--- config.mk ---
export PLATFORM = sky130hd
export DESIGN_NAME = rurc_chain
export DESIGN_NICKNAME = d
export VERILOG_FILES = /design/src/shared/rurc_pkg.sv /design/src/logic/rurc_chain.sv
export SDC_FILE = /design/constraint.sdc
export NUM_CORES = 1
export LEC_CHECK = 0
export BUFFER_PORTS_ARGS = -buffer_cell sky130_fd_sc_hd__buf_2
export CORE_MARGIN = 4
export CORE_UTILIZATION = 52
export CTS_CLUSTER_SIZE = 25
export DETAILED_ROUTE_END_ITERATION = 16
export PLACE_DENSITY = 0.8
export SETUP_SLACK_MARGIN = 0.4
export SYNTH_ARGS = -nofsm -noshare
export SYNTH_HDL_FRONTEND = slang
export SYNTH_SLANG_ARGS = --single-unit
--- constraint.sdc ---
create_clock -name ref_clk -period 1.9 [get_ports ref_clk]
set_input_delay 0.095 -clock ref_clk [delete_from_list [all_inputs] [get_ports ref_clk]]
set_output_delay 0.095 -clock ref_clk [all_outputs]
set_load 0.05 [all_outputs]
--- src/shared/rurc_pkg.sv ---
// Constants for the remote upgrade register chain.
// Assumes a single 10 MHz system clock; control fields sit in one 40-bit word.
package rurc_pkg;
  localparam int ADDR_W = 24;
  localparam int CTRL_W = 40;
  localparam int STAT_W = 5;
  // Control word layout
  localparam int CTRL_ADDR_LSB = 0;
  localparam int CTRL_WD_VAL_LSB = 24;
  localparam int CTRL_WD_VAL_W = 12;
  localparam int CTRL_WD_EN_BIT = 36;
  localparam int CTRL_EARLY_DONE_BIT = 37;
  localparam int CTRL_OSC_SEL_BIT = 38;
  localparam int CTRL_SPARE_BIT = 39;
  // Power-up addresses
  localparam logic [23:0] SERIAL_BOOT_ADDR = 24'h000000;
  localparam logic [23:0] PARALLEL_BOOT_ADDR = 24'h010000;
  // Status cause bits
  localparam int STAT_CRC_BIT = 0;
  localparam int STAT_STATUS_BIT = 1;
  localparam int STAT_CORE_BIT = 2;
  localparam int STAT_PIN_BIT = 3;
  localparam int STAT_WD_BIT = 4;
  // Shift clock ceiling
  localparam int SHIFT_CLK_MAX_MHZ = 40;
  localparam int SYS_CLK_MHZ = 10;
  // Operation codes from fabric
  typedef enum logic [1:0] {
    RURC_OP_IDLE = 2'h0,
    RURC_OP_READ = 2'h1,
    RURC_OP_CAPTURE = 2'h2,
    RURC_OP_UPDATE = 2'h3
  } rurc_op_t;
endpackage

--- src/logic/rurc_chain.sv ---
// Remote upgrade register chain: shift, update, control and status words.
// Assumes fabric drives op and serial data synchronous to ref_clk, which
// stands in for the upgrade shift clock; the oscillator domain is merged.
`timescale 1ns/1ps
// Behaviour
// - Fabric writes update and control words and samples update, status and control words through the shift word.
// - A factory image in remote mode may write through the shift word to load the update word.
// - An application image in remote mode cannot write through the shift word.
// - The control word holds boot address, watchdog settings, early-done and oscillator bits.
// - A read under an application image loads the control word into the shift word.
// - At the start of reconfiguration the update word is copied into the control word.
// - The update word changes only on an update issued by a factory image after shifting.
// - A read under a factory image loads the update word into the shift word.
// - Each reconfiguration records its cause in the status word.
// - A capture loads the status word into the shift word.
// - Control and status words run on the oscillator or the user clock pin.
// - Shift and update words run on the shift clock, kept at or under 40 MHz by fabric.
// - Serial flash boot clears the 24 address bits at power up.
// - Parallel flash boot presets the address to the default factory location.
// - The parallel default factory address can be replaced by a scan instruction.
// - A factory image in remote mode may write the control word.
module rurc_chain (
  input wire logic ref_clk,
  input wire logic rstn,
  input wire logic remote_mode,
  input wire logic factory_image,
  input wire logic parallel_flash_boot_scheme,
  input wire logic parallel_factory_address_instr,
  input wire logic [23:0] scan_factory_addr,
  input wire logic shift_en,
  input wire logic shift_in,
  input wire logic [1:0] op,
  input wire logic ctrl_write,
  input wire logic reconfig_start,
  input wire logic [4:0] reconfig_cause,
  output logic shift_out,
  output logic [39:0] shift_word,
  output logic [39:0] update_word,
  output logic [39:0] ctrl_word,
  output logic [4:0] status_word,
  output logic [23:0] boot_addr,
  output logic watchdog_en,
  output logic [11:0] watchdog_val,
  output logic early_done_check,
  output logic osc_startup_clk,
  output logic write_allowed
);
  // Live words of the chain
  logic [39:0] shift_reg;
  logic [39:0] shift_next;
  logic [39:0] update_reg;
  logic [39:0] update_next;
  logic [39:0] ctrl_reg;
  logic [39:0] ctrl_next;
  logic [4:0] status_reg;
  logic [4:0] status_next;
  // Parallel boot default, retargeted by the scan instruction
  logic [23:0] factory_addr_reg;
  logic [23:0] factory_addr_next;
  // Low only up to the first edge after reset
  logic powered_reg;
  logic powered_next;
  // Parallel sources
  logic [39:0] default_ctrl;
  logic [39:0] read_source;
  logic [39:0] capture_word;
  // Decoded operation
  rurc_pkg::rurc_op_t op_code;
  logic idle_op;
  logic read_op;
  logic capture_op;
  logic update_op;
  // Qualified load strobes
  logic shift_step;
  logic update_load;
  logic ctrl_load;
  logic reconfig_load;
  logic power_up_load;
  // Serial input seen by each bit
  logic [39:0] serial_src;

  // Writes only from a factory image in remote mode; reads stay open
  assign write_allowed = remote_mode & factory_image;

  // Every code of the two-bit field is defined, so no default arm
  assign op_code = rurc_pkg::rurc_op_t'(op);

  always_comb begin
    idle_op = 1'h0;
    read_op = 1'h0;
    capture_op = 1'h0;
    update_op = 1'h0;
    unique case (op_code)
      rurc_pkg::RURC_OP_IDLE: begin
        idle_op = 1'h1;
      end
      rurc_pkg::RURC_OP_READ: begin
        read_op = 1'h1;
      end
      rurc_pkg::RURC_OP_CAPTURE: begin
        capture_op = 1'h1;
      end
      rurc_pkg::RURC_OP_UPDATE: begin
        update_op = 1'h1;
      end
    endcase
  end

  // Shift, update and control-write strobes gated by the write rights; reconfig and power-up loads are not
  assign shift_step = shift_en & write_allowed & (idle_op | update_op);
  assign update_load = update_op & write_allowed;
  assign ctrl_load = ctrl_write & write_allowed;
  assign reconfig_load = reconfig_start;
  assign power_up_load = ~powered_reg;

  // Image type picks which word a read returns
  always_comb begin
    if (factory_image) begin
      read_source = update_reg;
    end else begin
      read_source = ctrl_reg;
    end
  end

  // Status sits in the low bits; upper bits read back as zero
  always_comb begin
    capture_word = '0;
    capture_word[rurc_pkg::STAT_W-1:0] = status_reg;
  end

  // Scan instruction retargets the parallel factory address
  always_comb begin
    if (parallel_factory_address_instr) begin
      factory_addr_next = scan_factory_addr;
    end else begin
      factory_addr_next = factory_addr_reg;
    end
  end

  always_ff @(posedge ref_clk) begin
    if (!rstn) begin
      factory_addr_reg <= rurc_pkg::PARALLEL_BOOT_ADDR;
    end else begin
      factory_addr_reg <= factory_addr_next;
    end
  end

  // Power-up word; an instruction in the power-up cycle is honoured at once,
  // since it takes factory_addr_next rather than the address stored at reset
  always_comb begin
    default_ctrl = '0;
    if (parallel_flash_boot_scheme) begin
      default_ctrl[rurc_pkg::CTRL_ADDR_LSB +: rurc_pkg::ADDR_W] =
        factory_addr_next;
    end else begin
      default_ctrl[rurc_pkg::CTRL_ADDR_LSB +: rurc_pkg::ADDR_W] =
        rurc_pkg::SERIAL_BOOT_ADDR;
    end
  end

  // Each bit takes its upper neighbour; the top bit takes the serial pin
  genvar bit_idx;
  generate
    for (bit_idx = 0; bit_idx < rurc_pkg::CTRL_W; bit_idx = bit_idx + 1) begin : g_shift_bit
      if (bit_idx == rurc_pkg::CTRL_W - 1) begin : g_top
        assign serial_src[bit_idx] = shift_in;
      end else begin : g_inner
        assign serial_src[bit_idx] = shift_reg[bit_idx + 1];
      end
      // Capture beats read beats shift
      assign shift_next[bit_idx] = capture_op ? capture_word[bit_idx] :
                                   read_op ? read_source[bit_idx] :
                                   shift_step ? serial_src[bit_idx] :
                                   shift_reg[bit_idx];
    end
  endgenerate

  // Shift and update words belong to the shift clock, merged into ref_clk
  always_ff @(posedge ref_clk) begin
    if (!rstn) begin
      shift_reg <= '0;
    end else begin
      shift_reg <= shift_next;
    end
  end

  // Only a factory update moves this word
  always_comb begin
    if (update_load) begin
      update_next = shift_reg;
    end else begin
      update_next = update_reg;
    end
  end

  always_ff @(posedge ref_clk) begin
    if (!rstn) begin
      update_reg <= '0;
    end else begin
      update_reg <= update_next;
    end
  end

  assign powered_next = 1'h1;

  always_ff @(posedge ref_clk) begin
    if (!rstn) begin
      powered_reg <= 1'h0;
    end else begin
      powered_reg <= powered_next;
    end
  end

  // Reconfiguration beats a direct write, since it reboots the device anyway
  always_comb begin
    if (power_up_load) begin
      ctrl_next = default_ctrl;
    end else if (reconfig_load) begin
      ctrl_next = update_reg;
    end else if (ctrl_load) begin
      ctrl_next = shift_reg;
    end else begin
      ctrl_next = ctrl_reg;
    end
  end

  always_ff @(posedge ref_clk) begin
    if (!rstn) begin
      ctrl_reg <= '0;
    end else begin
      ctrl_reg <= ctrl_next;
    end
  end

  always_comb begin
    if (reconfig_load) begin
      status_next = reconfig_cause;
    end else begin
      status_next = status_reg;
    end
  end

  always_ff @(posedge ref_clk) begin
    if (!rstn) begin
      status_reg <= '0;
    end else begin
      status_reg <= status_next;
    end
  end

  assign shift_out = shift_reg[0];
  assign shift_word = shift_reg;
  assign update_word = update_reg;
  assign ctrl_word = ctrl_reg;
  assign status_word = status_reg;
  // Control word fields
  assign boot_addr = ctrl_reg[rurc_pkg::CTRL_ADDR_LSB +: rurc_pkg::ADDR_W];
  assign watchdog_val = ctrl_reg[rurc_pkg::CTRL_WD_VAL_LSB +: rurc_pkg::CTRL_WD_VAL_W];
  assign watchdog_en = ctrl_reg[rurc_pkg::CTRL_WD_EN_BIT];
  assign early_done_check = ctrl_reg[rurc_pkg::CTRL_EARLY_DONE_BIT];
  assign osc_startup_clk = ctrl_reg[rurc_pkg::CTRL_OSC_SEL_BIT];
endmodule

==> impl_metrics.prom <==
# TYPE chip_impl_metric gauge
chip_impl_info{name="synth.largest_area_cell",value="dfxtp_1"} 1
chip_impl_metric{name="fin_crit",unit="ns"} 1.40
chip_impl_metric{name="clockPowerShare",unit="%"} 41.8
chip_impl_info{name="hold_path.startpoint",value="scan_factory_addr[19]"} 1
chip_impl_metric{name="worst_path_largest_cell_delay",unit="ns"} 0.57
chip_impl_metric{name="ys_types",unit=""} 31
chip_impl_metric{name="floorplan.initialDensity",unit="%"} 53.7
chip_impl_metric{name="timing_max_transition_violations_final",unit=""} 0
chip_impl_info{name="reg2reg_from",value="powered_reg"} 1
chip_impl_info{name="hold_class",value="in2reg"} 1
chip_impl_metric{name="tns",unit="ns"} 0
chip_impl_metric{name="leakage",unit="nW"} 3.89
chip_impl_metric{name="place.port_buffers",unit=""} 206
chip_impl_info{name="synth.most_common_cell",value="dfxtp_1"} 1
chip_impl_info{name="cp_cell_sequence",value="nor2b_4 -> a22oi_1 -> a21oi_1"} 1
chip_impl_metric{name="synth.top_cell.area_share",unit="%"} 41.5
chip_impl_metric{name="groute.usage.overall",unit="%"} 25.7
chip_impl_metric{name="clock_latency",unit="ns"} 0.43
chip_impl_metric{name="cp_max_fo",unit=""} 24
chip_impl_metric{name="h-tree-depth",unit=""} 4
chip_impl_metric{name="synth-async-reset-ratio",unit="%"} 0
chip_impl_info{name="timing.critical_path.max_delay_family",value="simple AND/OR/NAND/NOR gates"} 1
chip_impl_info{name="cts_tree",value="yes"} 1
chip_impl_info{name="most_area_consuming_cells_after_synthesis",value="dfxtp_1 (42%), mux2i_1 (8.7%), mux2_2 (7.2%)"} 1
chip_impl_metric{name="hold_viol_final",unit=""} 0
chip_impl_info{name="hold_end",value="factory_addr_reg[19]"} 1
chip_impl_info{name="unrepaired_setup_endpoints_after_global_routing",value="no"} 1
chip_impl_metric{name="wl_per_cell",unit="µm"} 18.4
chip_impl_metric{name="grt_pass1_wl",unit="µm"} 33100
chip_impl_metric{name="comb_power_share",unit="%"} 16.3
chip_impl_metric{name="grt_start_max_net_pins",unit=""} 71
chip_impl_metric{name="path_buf_inv",unit=""} 0
chip_impl_info{name="cts-root-buf",value="clkbuf_16"} 1
chip_impl_metric{name="antenna_found_initial",unit=""} 2
chip_impl_metric{name="clock_skew",unit="ns"} 0.00622
chip_impl_metric{name="cts_clock_pin_slew_for_the_worst_setup_and_hold_paths",unit="ns"} 0.06
chip_impl_info{name="critPathSlowestCell",value="nor2b_4"} 1
chip_impl_metric{name="switching_share",unit="%"} 28.7
chip_impl_metric{name="power.density_cell_area",unit="mW/mm²"} 924
chip_impl_metric{name="setup_viol",unit=""} 0
chip_impl_metric{name="drcViolationCount",unit=""} 0
chip_impl_metric{name="finalWirelength",unit="µm"} 21000
chip_impl_metric{name="floorplan.die.height",unit="µm"} 126
chip_impl_metric{name="first_global_vias",unit=""} 6252
chip_impl_metric{name="post_synth_inst_count",unit=""} 810
chip_impl_metric{name="max-vdd-ir-drop",unit="mV"} 0.596
chip_impl_metric{name="worst_pin_slew",unit="ns"} 0.920
chip_impl_metric{name="cts_buffer_depth",unit=""} 2
chip_impl_metric{name="yosysSeqAreaShare",unit="%"} 41.5
chip_impl_info{name="top_flip_flop_cell_by_instance_count_after_synthesis",value="dfxtp_1"} 1
chip_impl_metric{name="postRouteAntennaNets",unit=""} 0
chip_impl_metric{name="rows",unit=""} 42
chip_impl_metric{name="power_report.internal_total",unit="W"} 0.00573
chip_impl_metric{name="cap_viol_max_count",unit=""} 0
chip_impl_metric{name="synthesis.nets",unit=""} 854
chip_impl_metric{name="number_of_enable_type_register_cells_in_the_synthesized_netlist",unit=""} 0
chip_impl_metric{name="layout_worst_path_cycle_share",unit="%"} 73.4
chip_impl_metric{name="critical_path_cell_count",unit=""} 3
chip_impl_metric{name="routabilityCongestion",unit=""} 0.848
chip_impl_info{name="regToRegEndpoint",value="ctrl_word[7]"} 1
chip_impl_metric{name="num_vias",unit=""} 6517
chip_impl_metric{name="switching_power",unit="W"} 0.00230
chip_impl_metric{name="sequential_cell_fraction_of_total_power",unit="%"} 42.0
chip_impl_info{name="synth_top_cells_by_count",value="dfxtp_1 (150), nand2_1 (116), a21oi_1 (96)"} 1
chip_impl_metric{name="cts_post_setup_buffers_inserted",unit=""} 0
chip_impl_metric{name="syn_avg_cell_area",unit="µm²"} 8.93
chip_impl_metric{name="ff2ff_setup_slack",unit="ns"} 0.50
chip_impl_metric{name="critical_path_required",unit="ns"} 2.25
chip_impl_info{name="outcome",value="finished clean"} 1
chip_impl_metric{name="dp_hpwl",unit="µm"} 13500
chip_impl_metric{name="cts.sink_count",unit=""} 150
chip_impl_metric{name="drive_gt1_share",unit="%"} 32.7
chip_impl_metric{name="layout_overhead_on_the_synthesized_area",unit="%"} 20.2
chip_impl_metric{name="dieArea",unit="mm²"} 0.0159
chip_impl_metric{name="max_slew_margin",unit="%"} 38.7
chip_impl_metric{name="cell_depth_of_the_worst_hold_path",unit=""} 3
chip_impl_metric{name="timing.fmax",unit="GHz"} 0.717
chip_impl_metric{name="core_area",unit="mm²"} 0.0135
chip_impl_metric{name="cts_buffers",unit=""} 17
chip_impl_metric{name="mappedNetlistArea",unit="mm²"} 0.00723
chip_impl_metric{name="global_route.overflow_total",unit=""} 0
chip_impl_metric{name="timing.critical_path.arrival",unit="ns"} 1.75
chip_impl_metric{name="worst_slack_setup_final",unit="ns"} 0.505
chip_impl_info{name="worst_setup_path_start_kind",value="flip-flop"} 1
chip_impl_metric{name="io_pins",unit=""} 207
chip_impl_metric{name="synth.ff_latch_count",unit=""} 150
chip_impl_info{name="critPathCaptureType",value="flip-flop"} 1
chip_impl_metric{name="nNetsFinal",unit=""} 997
chip_impl_metric{name="die_w",unit="µm"} 126
chip_impl_info{name="worst-setup-path-type",value="reg2reg"} 1
chip_impl_metric{name="dp_slack",unit="ns"} 0.167
chip_impl_metric{name="yosys_warnings",unit=""} 0
chip_impl_metric{name="number_of_cells_on_the_worst_reg_to_reg_path",unit=""} 3
chip_impl_metric{name="detail_route.iter0.violations",unit=""} 553
chip_impl_metric{name="routed_via_density",unit=""} 5.71
chip_impl_metric{name="detailedRoute.firstPassIterationCount",unit=""} 5
[repair_timing]
item	in CTS	in global routing
hold endpoints to repair	6	0
endpoints found under the setup margin	24	14
resized for setup	2	2
hold buffers	6	0
pin swaps	0	0
cloned	0	0
[worst reg2reg max path: stages, from the launching register on]
cell and delay [ns]:
dfxtp_1 0.34, nor2b_4 0.57, a22oi_1 0.21, a21oi_1 0.20
[cells in the final DEF, fill, tap and decap left out, types with 17 or more instances in the layout]
cell type  synthesis  routed
buf_2             24     206
dfxtp_1          150     150
nand2_1          116     116
a21oi_1           96      96
mux2i_1           63      63
nor2_1            62      62
mux2_2            46      46
a211o_1           35      35
and2_1            29      29
a22oi_1           23      23
o31ai_1           23      23
buf_4             44      22
a211oi_1          21      21
clkbuf_16          0      17
[power groups by stage]
stage / Sequential, W / Combinational, W / Clock, W
5_1_grt: 0.00338 / 0.00138 / 0.00353
3_3_place_gp: 0.00343 / 0.00127 / 0
4_1_cts: 0.00337 / 0.00130 / 0.00338
3_5_place_dp: 0.00343 / 0.00128 / 0
2_1_floorplan: 0.00369 / 0.000752 / 0
6_report: 0.00337 / 0.00131 / 0.00335
[cell families (layout without fill, tap and decap cells)]
logic type | Yosys count | in the layout | share of synthesized area, %
AO/OA/AOI/OAI | 209 | 209 | 19.4
adder cells (fa/ha/maj) | 3 | 3 | 0.519
buffers and inverters | 117 | 272 | 9.60
flip-flops | 150 | 150 | 41.5
multiplexers | 109 | 109 | 15.9
other | 0 | 1 | 0
AND/OR/NAND/NOR | 222 | 222 | 13.1
[stage by stage]
step / util, % / instances / cell area, µm² / total power (W) / hold WS (ns)
2_1_floorplan: - / 810 / 7230 / 0.00444 / 0.123
3_3_place_gp: 59.7 / 1104 / 8040 / 0.00470 / 0.334
4_1_cts: 64.5 / 1141 / 8680 / 0.00805 / 0.00385
3_5_place_dp: 59.7 / 1104 / 8040 / 0.00472 / 0.336
5_1_grt: 64.6 / 1141 / 8690 / 0.00830 / 0.0270
6_report: 64.6 / 1142 / 8690 / 0.00803 / 0.0140
[cell type report]
cell class | instances | area [µm²]
Clock inverter | 10 | 130
Multi-Input combinational cell | 543 | 3560
Inverter | 4 | 15.0
Clock buffer | 21 | 450
Fill cell | 1143 | 4760
Tap cell | 176 | 220
Antenna cell | 1 | 2.50
Sequential cell | 150 | 3000
Timing Repair Buffer | 237 | 1310
[per-layer routing]
metal / vias up / part of all wire, % / track usage, %
met5: - / 0.14 / 0
met4: 4 / 2.0 / 9.46
met3: 38 / 9.0 / 7.71
met2: 297 / 47 / 41.4
met1: 3097 / 42 / 32.8
li1: 3081 / - / -
[worst max path at each step]
stage	start	endpoint	slack, ns
after floorplan	powered_reg	ctrl_word[23]	0.55
after global placement	powered_reg	ctrl_word[21]	0.23
after detailed placement	powered_reg	ctrl_word[19]	0.17
after CTS	powered_reg	ctrl_word[7]	0.41
after global routing	powered_reg	ctrl_word[7]	0.43
final	powered_reg	ctrl_word[7]	0.50
(Power assumes the default switching activity.)
